===== config.mk =====
export PLATFORM = sky130hd
export DESIGN_NAME = serial_pin_port
export DESIGN_NICKNAME = d
export VERILOG_FILES = /design/src/hdl/serial_port_pkg.sv /design/src/hdl/serial_pin_port.sv
export VERILOG_INCLUDE_DIRS = /design/src /design/src/hdl
export SDC_FILE = /design/constraint.sdc
export NUM_CORES = 1
export LEC_CHECK = 0
export BUFFER_PORTS_ARGS = -buffer_cell sky130_fd_sc_hd__clkbuf_2
export CAP_MARGIN = 25
export CORE_UTILIZATION = 40
export CTS_CLUSTER_DIAMETER = 50
export DETAILED_ROUTE_END_ITERATION = 12
export PLACE_DENSITY = 0.74
export SYNTH_ARGS = -nofsm -noshare
export SYNTH_HDL_FRONTEND = slang
export SYNTH_SLANG_ARGS = --single-unit

===== constraint.sdc =====
create_clock -name CLK_SYS -period 2.43 [get_ports CLK_SYS]
set_clock_uncertainty 0.2 [all_clocks]
set_input_delay 0 -clock CLK_SYS [delete_from_list [all_inputs] [get_ports CLK_SYS]]
set_output_delay 0 -clock CLK_SYS [all_outputs]
set_load 0.1 [all_outputs]

===== src/hdl/serial_port_params.svh =====
/*
 Constants for the three-pin general-purpose port whose pins are shared
 with the on-chip serial interface. Assumes a 50 MHz system clock and
 an APB slave with 32-bit data, one aligned word per register.
*/
// Notes on behaviour
// [RL1] A pin drives when its direction bit is 1 and is an input when the bit is 0.
// [RL2] The direction register is write-only and its bits 7 to 3 always read as 1.
// [RL3] Reset and hardware standby load the direction register with F8, all pins inputs.
// [RL4] Software standby keeps the direction register, so output pins keep driving.
// [RL5] Entering software standby resets the serial interface and returns its pins to the port.
// [RL6] The data register holds pin data in bits 2 to 0; bits 7 to 3 ignore writes, read 1.
// [RL7] A port read gives stored data for output pins and the pin level for input pins.
// [RL8] The data register is F8 after reset and hardware standby and kept in software standby.
// [RL9] Pin function selection does not depend on the chip operating mode.
// [RL10] Clock pin is serial clock input if clock-enable-high is 1, else output if sync or low.
// [RL11] With both clock enables and the sync bit at 0 the clock pin is a port pin.
// [RL12] Receive pin is the serial receive input when receiver enable is 1, else a port pin.
// [RL13] Transmit pin is the serial transmit output when transmitter enable is 1, else a port pin.
`ifndef SERIAL_PORT_PARAMS_SVH
`define SERIAL_PORT_PARAMS_SVH

// Register indices; byte address is four times the index
`define DIR_INDEX      16'hFFB8
`define DATA_INDEX     16'hFFBA
`define SELECT_INDEX   16'hFFBC

`define DIR_RESET      8'hF8
`define DATA_RESET     8'hF8
`define RESERVED_ONES  5'h1F
`define DIR_READ_VALUE 32'h000000FF

// Pin positions within the port
`define PIN_TXD        0
`define PIN_RXD        1
`define PIN_CLK        2

// Fields of the serial pin select register
`define SEL_CKE_LOW    0
`define SEL_CKE_HIGH   1
`define SEL_SYNC       2
`define SEL_RX_EN      3
`define SEL_TX_EN      4

`endif


===== src/hdl/serial_port_pkg.sv =====
/*
 Types for the three-pin port: bus phase enumeration and the packed
 state of the port module. Assumes the constants header is included
 by the design file that uses it.
*/
package serial_port_pkg;

    typedef enum logic [1:0] {
        PH_IDLE   = 2'b01,
        PH_ACCESS = 2'b10
    } bus_phase_t;

    typedef struct packed {
        bus_phase_t  phase;
        logic [31:0] prdata;
        logic        pready;
        logic        pslverr;
        logic [2:0]  dir;
        logic [2:0]  data;
        logic [4:0]  select;
        logic [2:0]  pin_meta;
        logic [2:0]  pin_sync;
        logic [1:0]  stby_meta;
        logic [1:0]  stby_sync;
        logic        sw_prev;
        logic [2:0]  pin_out;
        logic [2:0]  pin_oe_n;
        logic        ser_clk_in;
        logic        ser_rxd;
        logic        ser_reset;
    } port_state_t;

endpackage


===== src/hdl/serial_pin_port.sv =====
/*
 Three-pin general-purpose port shared with the serial interface's
 clock, receive and transmit pins, with an APB register slave.
 Assumes pins and standby requests arrive asynchronously; the serial
 interface's own clock and transmit data are on CLK_SYS.
*/
`timescale 1ns/1ps
`include "serial_port_params.svh"

module serial_pin_port (
    input  wire logic        CLK_SYS,
    input  wire logic        RESETN,
    input  wire logic        PSEL,
    input  wire logic        PENABLE,
    input  wire logic        PWRITE,
    input  wire logic [17:0] PADDR,
    input  wire logic [31:0] PWDATA,
    input  wire logic [3:0]  PSTRB,
    output wire logic [31:0] PRDATA,
    output wire logic        PREADY,
    output wire logic        PSLVERR,
    input  wire logic [2:0]  PIN_IN,
    output wire logic [2:0]  PIN_OUT,
    output wire logic [2:0]  PIN_OE_N,
    input  wire logic        HW_STANDBY,
    input  wire logic        SW_STANDBY,
    input  wire logic        SER_CLK_OUT,
    input  wire logic        SER_TXD,
    output wire logic        SER_CLK_IN,
    output wire logic        SER_RXD,
    output wire logic        SER_RESET
);

    // Every field is listed so a new field cannot slip in without a reset value
    localparam serial_port_pkg::port_state_t RESET_STATE = '{
        phase      : serial_port_pkg::PH_IDLE,
        prdata     : 32'h00000000,
        pready     : 1'b0,
        pslverr    : 1'b0,
        dir        : 3'(`DIR_RESET),
        data       : 3'(`DATA_RESET),
        select     : 5'h00,
        pin_meta   : 3'h0,
        pin_sync   : 3'h0,
        stby_meta  : 2'h0,
        stby_sync  : 2'h0,
        sw_prev    : 1'b0,
        pin_out    : 3'h0,
        pin_oe_n   : 3'h7,
        ser_clk_in : 1'b0,
        ser_rxd    : 1'b0,
        ser_reset  : 1'b0
    };

    logic                         rst_meta;
    logic                         rst_sync;
    serial_port_pkg::port_state_t s;
    serial_port_pkg::port_state_t next_s;

    logic                         hw_stby;
    logic                         sw_stby;
    logic                         sw_entry;
    logic                         setup;
    logic                         access;
    logic                         write_done;
    logic                         dir_write;
    logic                         data_write;
    logic                         select_write;

    logic                         hit_dir;
    logic                         hit_data;
    logic                         hit_select;
    logic                         addr_hit;
    logic [31:0]                  read_value;

    logic                         clk_input;
    logic                         clk_output;
    logic                         rx_input;
    logic                         tx_output;
    logic [2:0]                   gpio_oe_n;
    logic [2:0]                   pin_level;

    function automatic logic [17:0] byte_addr(
        input logic [15:0] index
    );
        byte_addr = {index, 2'b00};
    endfunction

    // One register decode shared by the read path and the write path
    function automatic logic reg_hit(
        input logic [17:0] addr,
        input logic [15:0] index
    );
        reg_hit = (addr == byte_addr(index));
    endfunction

    // Output pins show the stored bit, input pins the live level
    function automatic logic [2:0] port_read(
        input logic [2:0] dir,
        input logic [2:0] data,
        input logic [2:0] pin
    );
        port_read = (dir & data) | (~dir & pin);
    endfunction

    // Only the three port bits exist; the reserved bits are not stored
    function automatic logic [2:0] reg_write(
        input logic [2:0]  old,
        input logic [31:0] wdata,
        input logic        enable
    );
        reg_write = enable ? wdata[2:0] : old;
    endfunction

    // A serial input is low in reset and idles high after it while its pin is not handed over
    function automatic logic serial_input(
        input logic enable,
        input logic level
    );
        serial_input = enable ? level : 1'b1;
    endfunction

    // Clock pin is a serial input whenever clock-enable-high is set
    function automatic logic clk_pin_input(input logic [4:0] select);
        clk_pin_input = select[`SEL_CKE_HIGH];
    endfunction

    // Clock pin drives the serial clock in sync mode or with the low enable, unless clock-enable-high is set
    function automatic logic clk_pin_output(input logic [4:0] select);
        clk_pin_output = ~select[`SEL_CKE_HIGH]
                         & (select[`SEL_SYNC] | select[`SEL_CKE_LOW]);
    endfunction

    // Release of reset is synchronised; assertion stays asynchronous
    always_ff @(posedge CLK_SYS or negedge RESETN) begin
        if (!RESETN) begin
            rst_meta <= 1'b0;
            rst_sync <= 1'b0;
        end else begin
            rst_meta <= 1'b1;
            rst_sync <= rst_meta;
        end
    end

    // Both standby requests come from pins and pass the synchronisers first
    assign hw_stby  = s.stby_sync[1];
    assign sw_stby  = s.stby_sync[0];
    assign sw_entry = sw_stby & ~s.sw_prev;

    assign setup        = PSEL & ~PENABLE;
    assign access       = (s.phase == serial_port_pkg::PH_ACCESS) & PSEL & PENABLE;
    // The write lands on the edge where the master sees PREADY high
    assign write_done   = access & PWRITE & s.pready & ~s.pslverr & PSTRB[0];
    assign dir_write    = write_done & hit_dir;
    assign data_write   = write_done & hit_data;
    assign select_write = write_done & hit_select;

    // Unmapped addresses answer with an error and change nothing
    assign hit_dir    = reg_hit(PADDR, `DIR_INDEX);
    assign hit_data   = reg_hit(PADDR, `DATA_INDEX);
    assign hit_select = reg_hit(PADDR, `SELECT_INDEX);
    assign addr_hit   = hit_dir | hit_data | hit_select;

    // Serial ownership of each pin, from the select register
    assign clk_input  = clk_pin_input(s.select);
    assign clk_output = clk_pin_output(s.select);
    assign rx_input   = s.select[`SEL_RX_EN];
    assign tx_output  = s.select[`SEL_TX_EN];
    assign gpio_oe_n  = ~s.dir; // see [RL1]
    assign pin_level  = s.pin_sync;

    // Read data is captured in the setup cycle and held in prdata
    always_comb begin
        read_value = 32'h00000000;
        case ({hit_select, hit_data, hit_dir})
            3'b001: begin
                read_value = `DIR_READ_VALUE; // see [RL2]
            end
            3'b010: begin
                read_value = {24'h000000, `RESERVED_ONES, // see [RL6]
                              port_read(s.dir, s.data, pin_level)}; // see [RL7]
            end
            3'b100: begin
                read_value = {27'h0000000, s.select};
            end
            default: begin
                read_value = 32'h00000000;
            end
        endcase
    end

    always_comb begin
        next_s = s;

        // Two-stage synchronisers for pins and standby requests
        next_s.pin_meta  = PIN_IN;
        next_s.pin_sync  = s.pin_meta;

        next_s.stby_meta = {HW_STANDBY, SW_STANDBY};
        next_s.stby_sync = s.stby_meta;
        next_s.sw_prev   = sw_stby;

        // Zero-wait slave: data is prepared in setup, ready in access
        next_s.pready  = 1'b0;
        next_s.pslverr = 1'b0;
        case (s.phase)
            serial_port_pkg::PH_IDLE: begin
                if (setup) begin
                    next_s.phase   = serial_port_pkg::PH_ACCESS;
                    next_s.pready  = 1'b1;
                    next_s.pslverr = ~addr_hit;
                    // A write returns no data, so prdata is cleared
                    if (PWRITE) begin
                        next_s.prdata = 32'h00000000;
                    end else begin
                        next_s.prdata = read_value;
                    end
                end
            end
            serial_port_pkg::PH_ACCESS: begin
                next_s.phase = serial_port_pkg::PH_IDLE;
            end
            default: begin
                next_s.phase = serial_port_pkg::PH_IDLE;
            end
        endcase

        next_s.dir  = reg_write(s.dir, PWDATA, dir_write); // see [RL1]
        next_s.data = reg_write(s.data, PWDATA, data_write); // see [RL6]
        if (select_write) begin
            next_s.select = PWDATA[4:0];
        end

        // Software standby entry keeps port registers, frees serial pins
        next_s.ser_reset = sw_entry; // see [RL5]
        if (sw_entry) begin
            next_s.select = 5'h00; // see [RL5] [RL4]
        end

        // Hardware standby comes last so it wins over a write in the same cycle
        if (hw_stby) begin
            next_s.dir    = 3'(`DIR_RESET); // see [RL3]
            next_s.data   = 3'(`DATA_RESET); // see [RL8]
            next_s.select = 5'h00;
        end

        // Pin function; no operating mode term enters here, see [RL9]
        // Clock pin: serial input wins over serial output, output over port use
        if (clk_input) begin
            next_s.pin_oe_n[`PIN_CLK] = 1'b1; // see [RL10]
            next_s.pin_out[`PIN_CLK]  = s.data[`PIN_CLK];
        end else if (clk_output) begin
            next_s.pin_oe_n[`PIN_CLK] = 1'b0; // see [RL10]
            next_s.pin_out[`PIN_CLK]  = SER_CLK_OUT;
        end else begin
            next_s.pin_oe_n[`PIN_CLK] = gpio_oe_n[`PIN_CLK]; // see [RL11]
            next_s.pin_out[`PIN_CLK]  = s.data[`PIN_CLK];
        end

        // Receive pin
        if (rx_input) begin
            next_s.pin_oe_n[`PIN_RXD] = 1'b1; // see [RL12]
        end else begin
            next_s.pin_oe_n[`PIN_RXD] = gpio_oe_n[`PIN_RXD]; // see [RL12]
        end
        next_s.pin_out[`PIN_RXD] = s.data[`PIN_RXD];

        // Transmit pin
        if (tx_output) begin
            next_s.pin_oe_n[`PIN_TXD] = 1'b0; // see [RL13]
            next_s.pin_out[`PIN_TXD]  = SER_TXD;
        end else begin
            next_s.pin_oe_n[`PIN_TXD] = gpio_oe_n[`PIN_TXD]; // see [RL13]
            next_s.pin_out[`PIN_TXD]  = s.data[`PIN_TXD];
        end

        next_s.ser_clk_in = serial_input(clk_input, pin_level[`PIN_CLK]);
        next_s.ser_rxd    = serial_input(rx_input, pin_level[`PIN_RXD]);
    end

    // Port state and bus answer registers
    always_ff @(posedge CLK_SYS or negedge rst_sync) begin
        if (!rst_sync) begin
            s <= RESET_STATE; // see [RL3] [RL8]
        end else begin
            s <= next_s;
        end
    end

    // Top-level outputs come straight from the state flip-flops
    assign PRDATA     = s.prdata;
    assign PREADY     = s.pready;
    assign PSLVERR    = s.pslverr;

    assign PIN_OUT    = s.pin_out;
    assign PIN_OE_N   = s.pin_oe_n;

    assign SER_CLK_IN = s.ser_clk_in;
    assign SER_RXD    = s.ser_rxd;
    assign SER_RESET  = s.ser_reset;

endmodule // serial_pin_port


# Yosys cells after proc, flatten, opt, wreduce, memory -nomap -nowiden
# Index checks and enable logic that the tools add are counted.
# classes
eq_ne	9
n_mux	19
bitwise_logic	24
n_reduce_logical	4
# op_table
cell	n
18-bit equality test, second input constant	3
36-bit two-way mux	1
32-bit two-way mux	1
8-bit one-hot mux with 3 select lines	1
1-bit bitwise AND	12
11-bit two-way mux	1
5-bit two-way mux	2
1-bit two-way mux	9
3-bit bitwise AND	2
3-bit two-way mux	2
1-bit inverter	5
2-bit two-way mux	2
2-bit nonzero test	2
3-bit by 1-bit equality test with 1-bit output, second input constant	1
3-bit by 2-bit equality test with 1-bit output, second input constant	1
3-bit equality test, second input constant	1
3-bit inverter	1
1-bit OR	3
3-bit OR	1
3-bit nonzero test	1
2-bit by 1-bit equality test with 1-bit output, second input constant	1
2-bit equality test, second input constant	1
2-bit inequality test, second input constant	1
2-bit AND reduction	1
# word_totals
regBits	69
inputBits	66
out_inout_bits	43
elab_cells	75

# Logic depth before layout (Yosys ltp)
# depth
ltp_word	11
mapped_depth	5
ltp_nobuf	4

# Worst setup path after synthesis
# No wires, ideal clock.
# synth_timing
path_type	reg2reg
from	reg s (netlist bit PREADY)
to	reg s (netlist bit clk_input)
setup_ps	77
t_arrival_ps	1701
t_required_ps	2153
slack_ps	451
path_stages_with_launch	5
n_path_buf	0
period_less_slack_ps	1979
path_cell_list	dfrtp_1 and4b_1 and2_1 nand4_1 a21oi_1
# synth_between
elab_chain_len	5
# synth_rtl
item	line_no	rtl
start: declaration	serial_pin_port.sv:57	serial_port_pkg::port_state_t s;
start signal: assignment	serial_pin_port.sv:286	s <= next_s;
1-bit bitwise AND (3 in series)	serial_pin_port.sv:153	assign write_done = access & PWRITE & s.pready & ~s.pslverr & PSTRB[0];
1-bit bitwise AND	serial_pin_port.sv:156	assign select_write = write_done & hit_select;
3-bit nonzero test (no line)	n/a	
# Every way passes these cells.
# A chain may end at the register's enable or synchronous reset.

# Worst setup path after layout
# layout_timing
from	reg s[65] (netlist bit)
to	reg s (netlist bit PRDATA[4])
# layout_between
elab_chain_len	2
# layout_rtl
item	line_no	rtl
2-bit by 1-bit equality test with 1-bit output	serial_pin_port.sv:206	case (s.phase)
2-bit AND reduction (no line)	n/a	
# Every way passes these cells.

==> results.ini <==
[clocking]
cts-htree-levels=2
tritoncts=yes
clockBufferDepth=2
clk-insertion-delay-late_ns=0.29
cts_repair_resize_count=0
clkSinkCount=43
cts_hold_buf=20
post_cts_buffers=0
clk_root_buffer_cell=clkbuf_8
clkTransAtPathRegs_ns=0.08
cts_inserted_buffers=5

[synthesis]
synth_most_common_cell=dfrtp_1
synth.top_cells.by_area=dfrtp_1 (50%), buf_4 (15%), dfstp_2 (5.4%), a21oi_1 (3.6%), o21ai_0 (2.8%)
gate_count_post_synth=176
yosys.area.top_type=dfrtp_1
synthesis.area_sq_mm=0.00195
yosys_reg_bits=43
synth.avg_cell_area_sq_um=11.1
synth.yosys.warnings=0
seq_area_frac_synth_pct=55.4
number_of_flops_mapped_to_enable_cells_by_yosys=0
synthDistinctLibCells=32
async_reset_ff_share_pct=100
synth_top_area_share_pct=50.0
ys_top_cells_by_count=dfrtp_1 (39), buf_4 (38), a21oi_1 (14), o21ai_0 (11), nand3_1 (9)
synth_top_flop_cell=dfrtp_1

[place]
buffer_ports.inserted=54
numPlacedInstances=268
dp.final_hpwl_um=2510
place_congestion=0.827

[sta]
max-slew-margin-rel_pct=63.5
final_min_period_over_clock_period_pct=88.8
rsz0062_at_grt=no
maxSlewViolCount=0
setup_viol=0
totalNegativeSetupSlack_ns=0
max_clock_freq_ghz=0.463
finalWorstPathRequiredPeriod_ns=2.16
worst_pin_slew_ns=0.550
hold_viol=0

[finish]
finalNetCount=307
nFillCells=429
areaGrowthSynthToFinish_pct=23.3
share_of_final_layout_standard_cells_stronger_than_drive_strength_1_pct=31.0
postLayoutCoreUtil_pct=51.3
insertedDiodeCount=0
fin_cells=296

[grt]
global_route_wire_length_before_repair_um=5690
grt_usage_pct=14.6
vias_in_the_first_global_route=1309
grt_start_max_net_pins=42
antenna_violations_before_repair=0
global_route.overflow_total=0

[critical_path]
cp_max_fo=9
critPathCaptureType=flop
critPathMaxStageDelay_ns=0.57
crit_slowest_cell=dlygate4sd3_1
cp_data_arrival_time_ns=2.14
timing_worst_setup_path_type=reg -> reg
worstPathCellList=nand4bb_1 > buf_4 > nand2_1 > o41ai_1 > dlygate4sd3_1
startpoint_class_of_the_critical_path=flop
setup_slack_of_the_most_critical_reg_to_reg_path_ns=0.27
cp.required_ns=2.41

[pwr]
internal-power_uw=1120
peakVddDrop_v=0.000329
switching_share_pct=29.7
power.share.sequential_pct=46.5
power.density_cell_area_mw_per_mm2=660
clockPowerShare_pct=35.9
cellLeakagePower_uw=0.00118
combinationalPowerShare_pct=17.6
power.net_switching_uw=472

[drt]
wl_met1_um=1470
uppermost_layer_routed=met4
finalWirelength_um=3420
dr.first_iter.drc_count=106
route.met3.wl_um=232
post_drt_wl_per_cell_um=11.5
drc_errors=0
final_antenna_net_count=0
wl_met2_um=1650
first_pass_iters=6
routed-via-count=1399
drt-vias-per-instance=4.73

[worst_hold_path]
hold_class=in -> reg

[floorplan]
die_area_sq_mm=0.00516
initial_core_util_pct=41.6
chipWidth_um=71.8
die-height_um=71.8
num_rows=25
io_pins=109
core_sq_mm=0.00469

[run]
timing.max_cap.violations=0

[status]
outcome=finished, final reports clean

stage by stage:
stage	cell area [sq um]	setup slack, ns	hold slack, ns	power [uW]
final	2410	0.272	0.0106	1590
after detailed placement	2090	0.700	-0.412	1010
after floorplan	2040	0.451	-0.496	995
after global routing	2410	0.168	0.0741	1650
after CTS	2410	0.278	0.0117	1600
after global placement	2090	0.751	-0.411	1010
registers in the layout (all words and copies together), names as in the netlist:
signal      flops
next_s          7
SER_RESET       1
PIN_OUT         3
rst_sync        1
PREADY          1
pin_level       3
PSLVERR         1
rst_meta        1
SER_RXD         1
s              11
rx_input        1
clk_input       1
SER_CLK_IN      1
PRDATA          6
PIN_OE_N        3
hw_stby         1
worst paths after layout:
check	from	end	cells past startpoint
worst max register to register	s[65]	PRDATA[4]	5
worst min register to register	rst_sync	PIN_OUT[0]	1
worst min-delay path	PADDR[14]	PRDATA[3]	4
min in group asynchronous	rst_sync	PIN_OUT[0]	1
worst max-delay path	s[65]	PRDATA[4]	5
max in group asynchronous	RESETN	rst_sync	3
final cells by class:
cell class,instances,area [sq um],share of cell area (%)
Clock buffer,6,82.6,3.43
Clock inverter,2,35.0,1.46
Inverter,4,15.0,0.624
Multi-Input combinational cell,110,632,26.3
Sequential cell,43,1080,44.9
Tap cell,54,67.6,2.81
Timing Repair Buffer,77,493,20.5
power groups by stage:
stage	Sequential [uW]	Clock (uW)	Combinational (uW)
floorplan	781	0	214
global placement	752	0	258
detailed placement	752	0	259
CTS	738	581	281
global route	741	617	295
finish	738	570	279
cell families (layout without fill, tap and decap cells):
kind of cell    after synthesis  after routing  share of synthesized area [%]
simple gates                 46             46                           14.4
buf+inv                      46             89                           16.6
flops                        43             43                           55.4
compound gates               34             34                           10.5
mux                           5              5                           2.69
other cells                   2             25                          0.385
metal layers:
layer / up-vias / GRT usage, %
li1: 682 / -
met1: 652 / 17.5
met5: - / 0
met3: 6 / 4.64
met2: 59 / 24.1
met4: 0 / 6.75
placed cells by master (no fill, tap or decap), types with 3 or more instances in the layout:
cell / instances
nand2b_1: 3
clkbuf_2: 54
a21o_1: 3
dlygate4sd3_1: 20
clkbuf_8: 6
conb_1: 25
nand3_1: 9
inv_1: 4
o21ai_0: 11
dfstp_2: 4
a21oi_1: 14
nand2_1: 6
buf_4: 3
nor2_1: 4
dfrtp_1: 39
nand4_1: 6
mux2i_1: 3
nor2b_1: 3
a32o_1: 3
worst max-delay path: cells and delay by family, from the launching register on:
family / cells / cell delay (ns)
flops: 1 / 0.53
buf+inv: 2 / 0.86
compound gates: 1 / 0.05
simple gates: 2 / 0.40
Note: power is estimated with default switching activity, not from simulation.
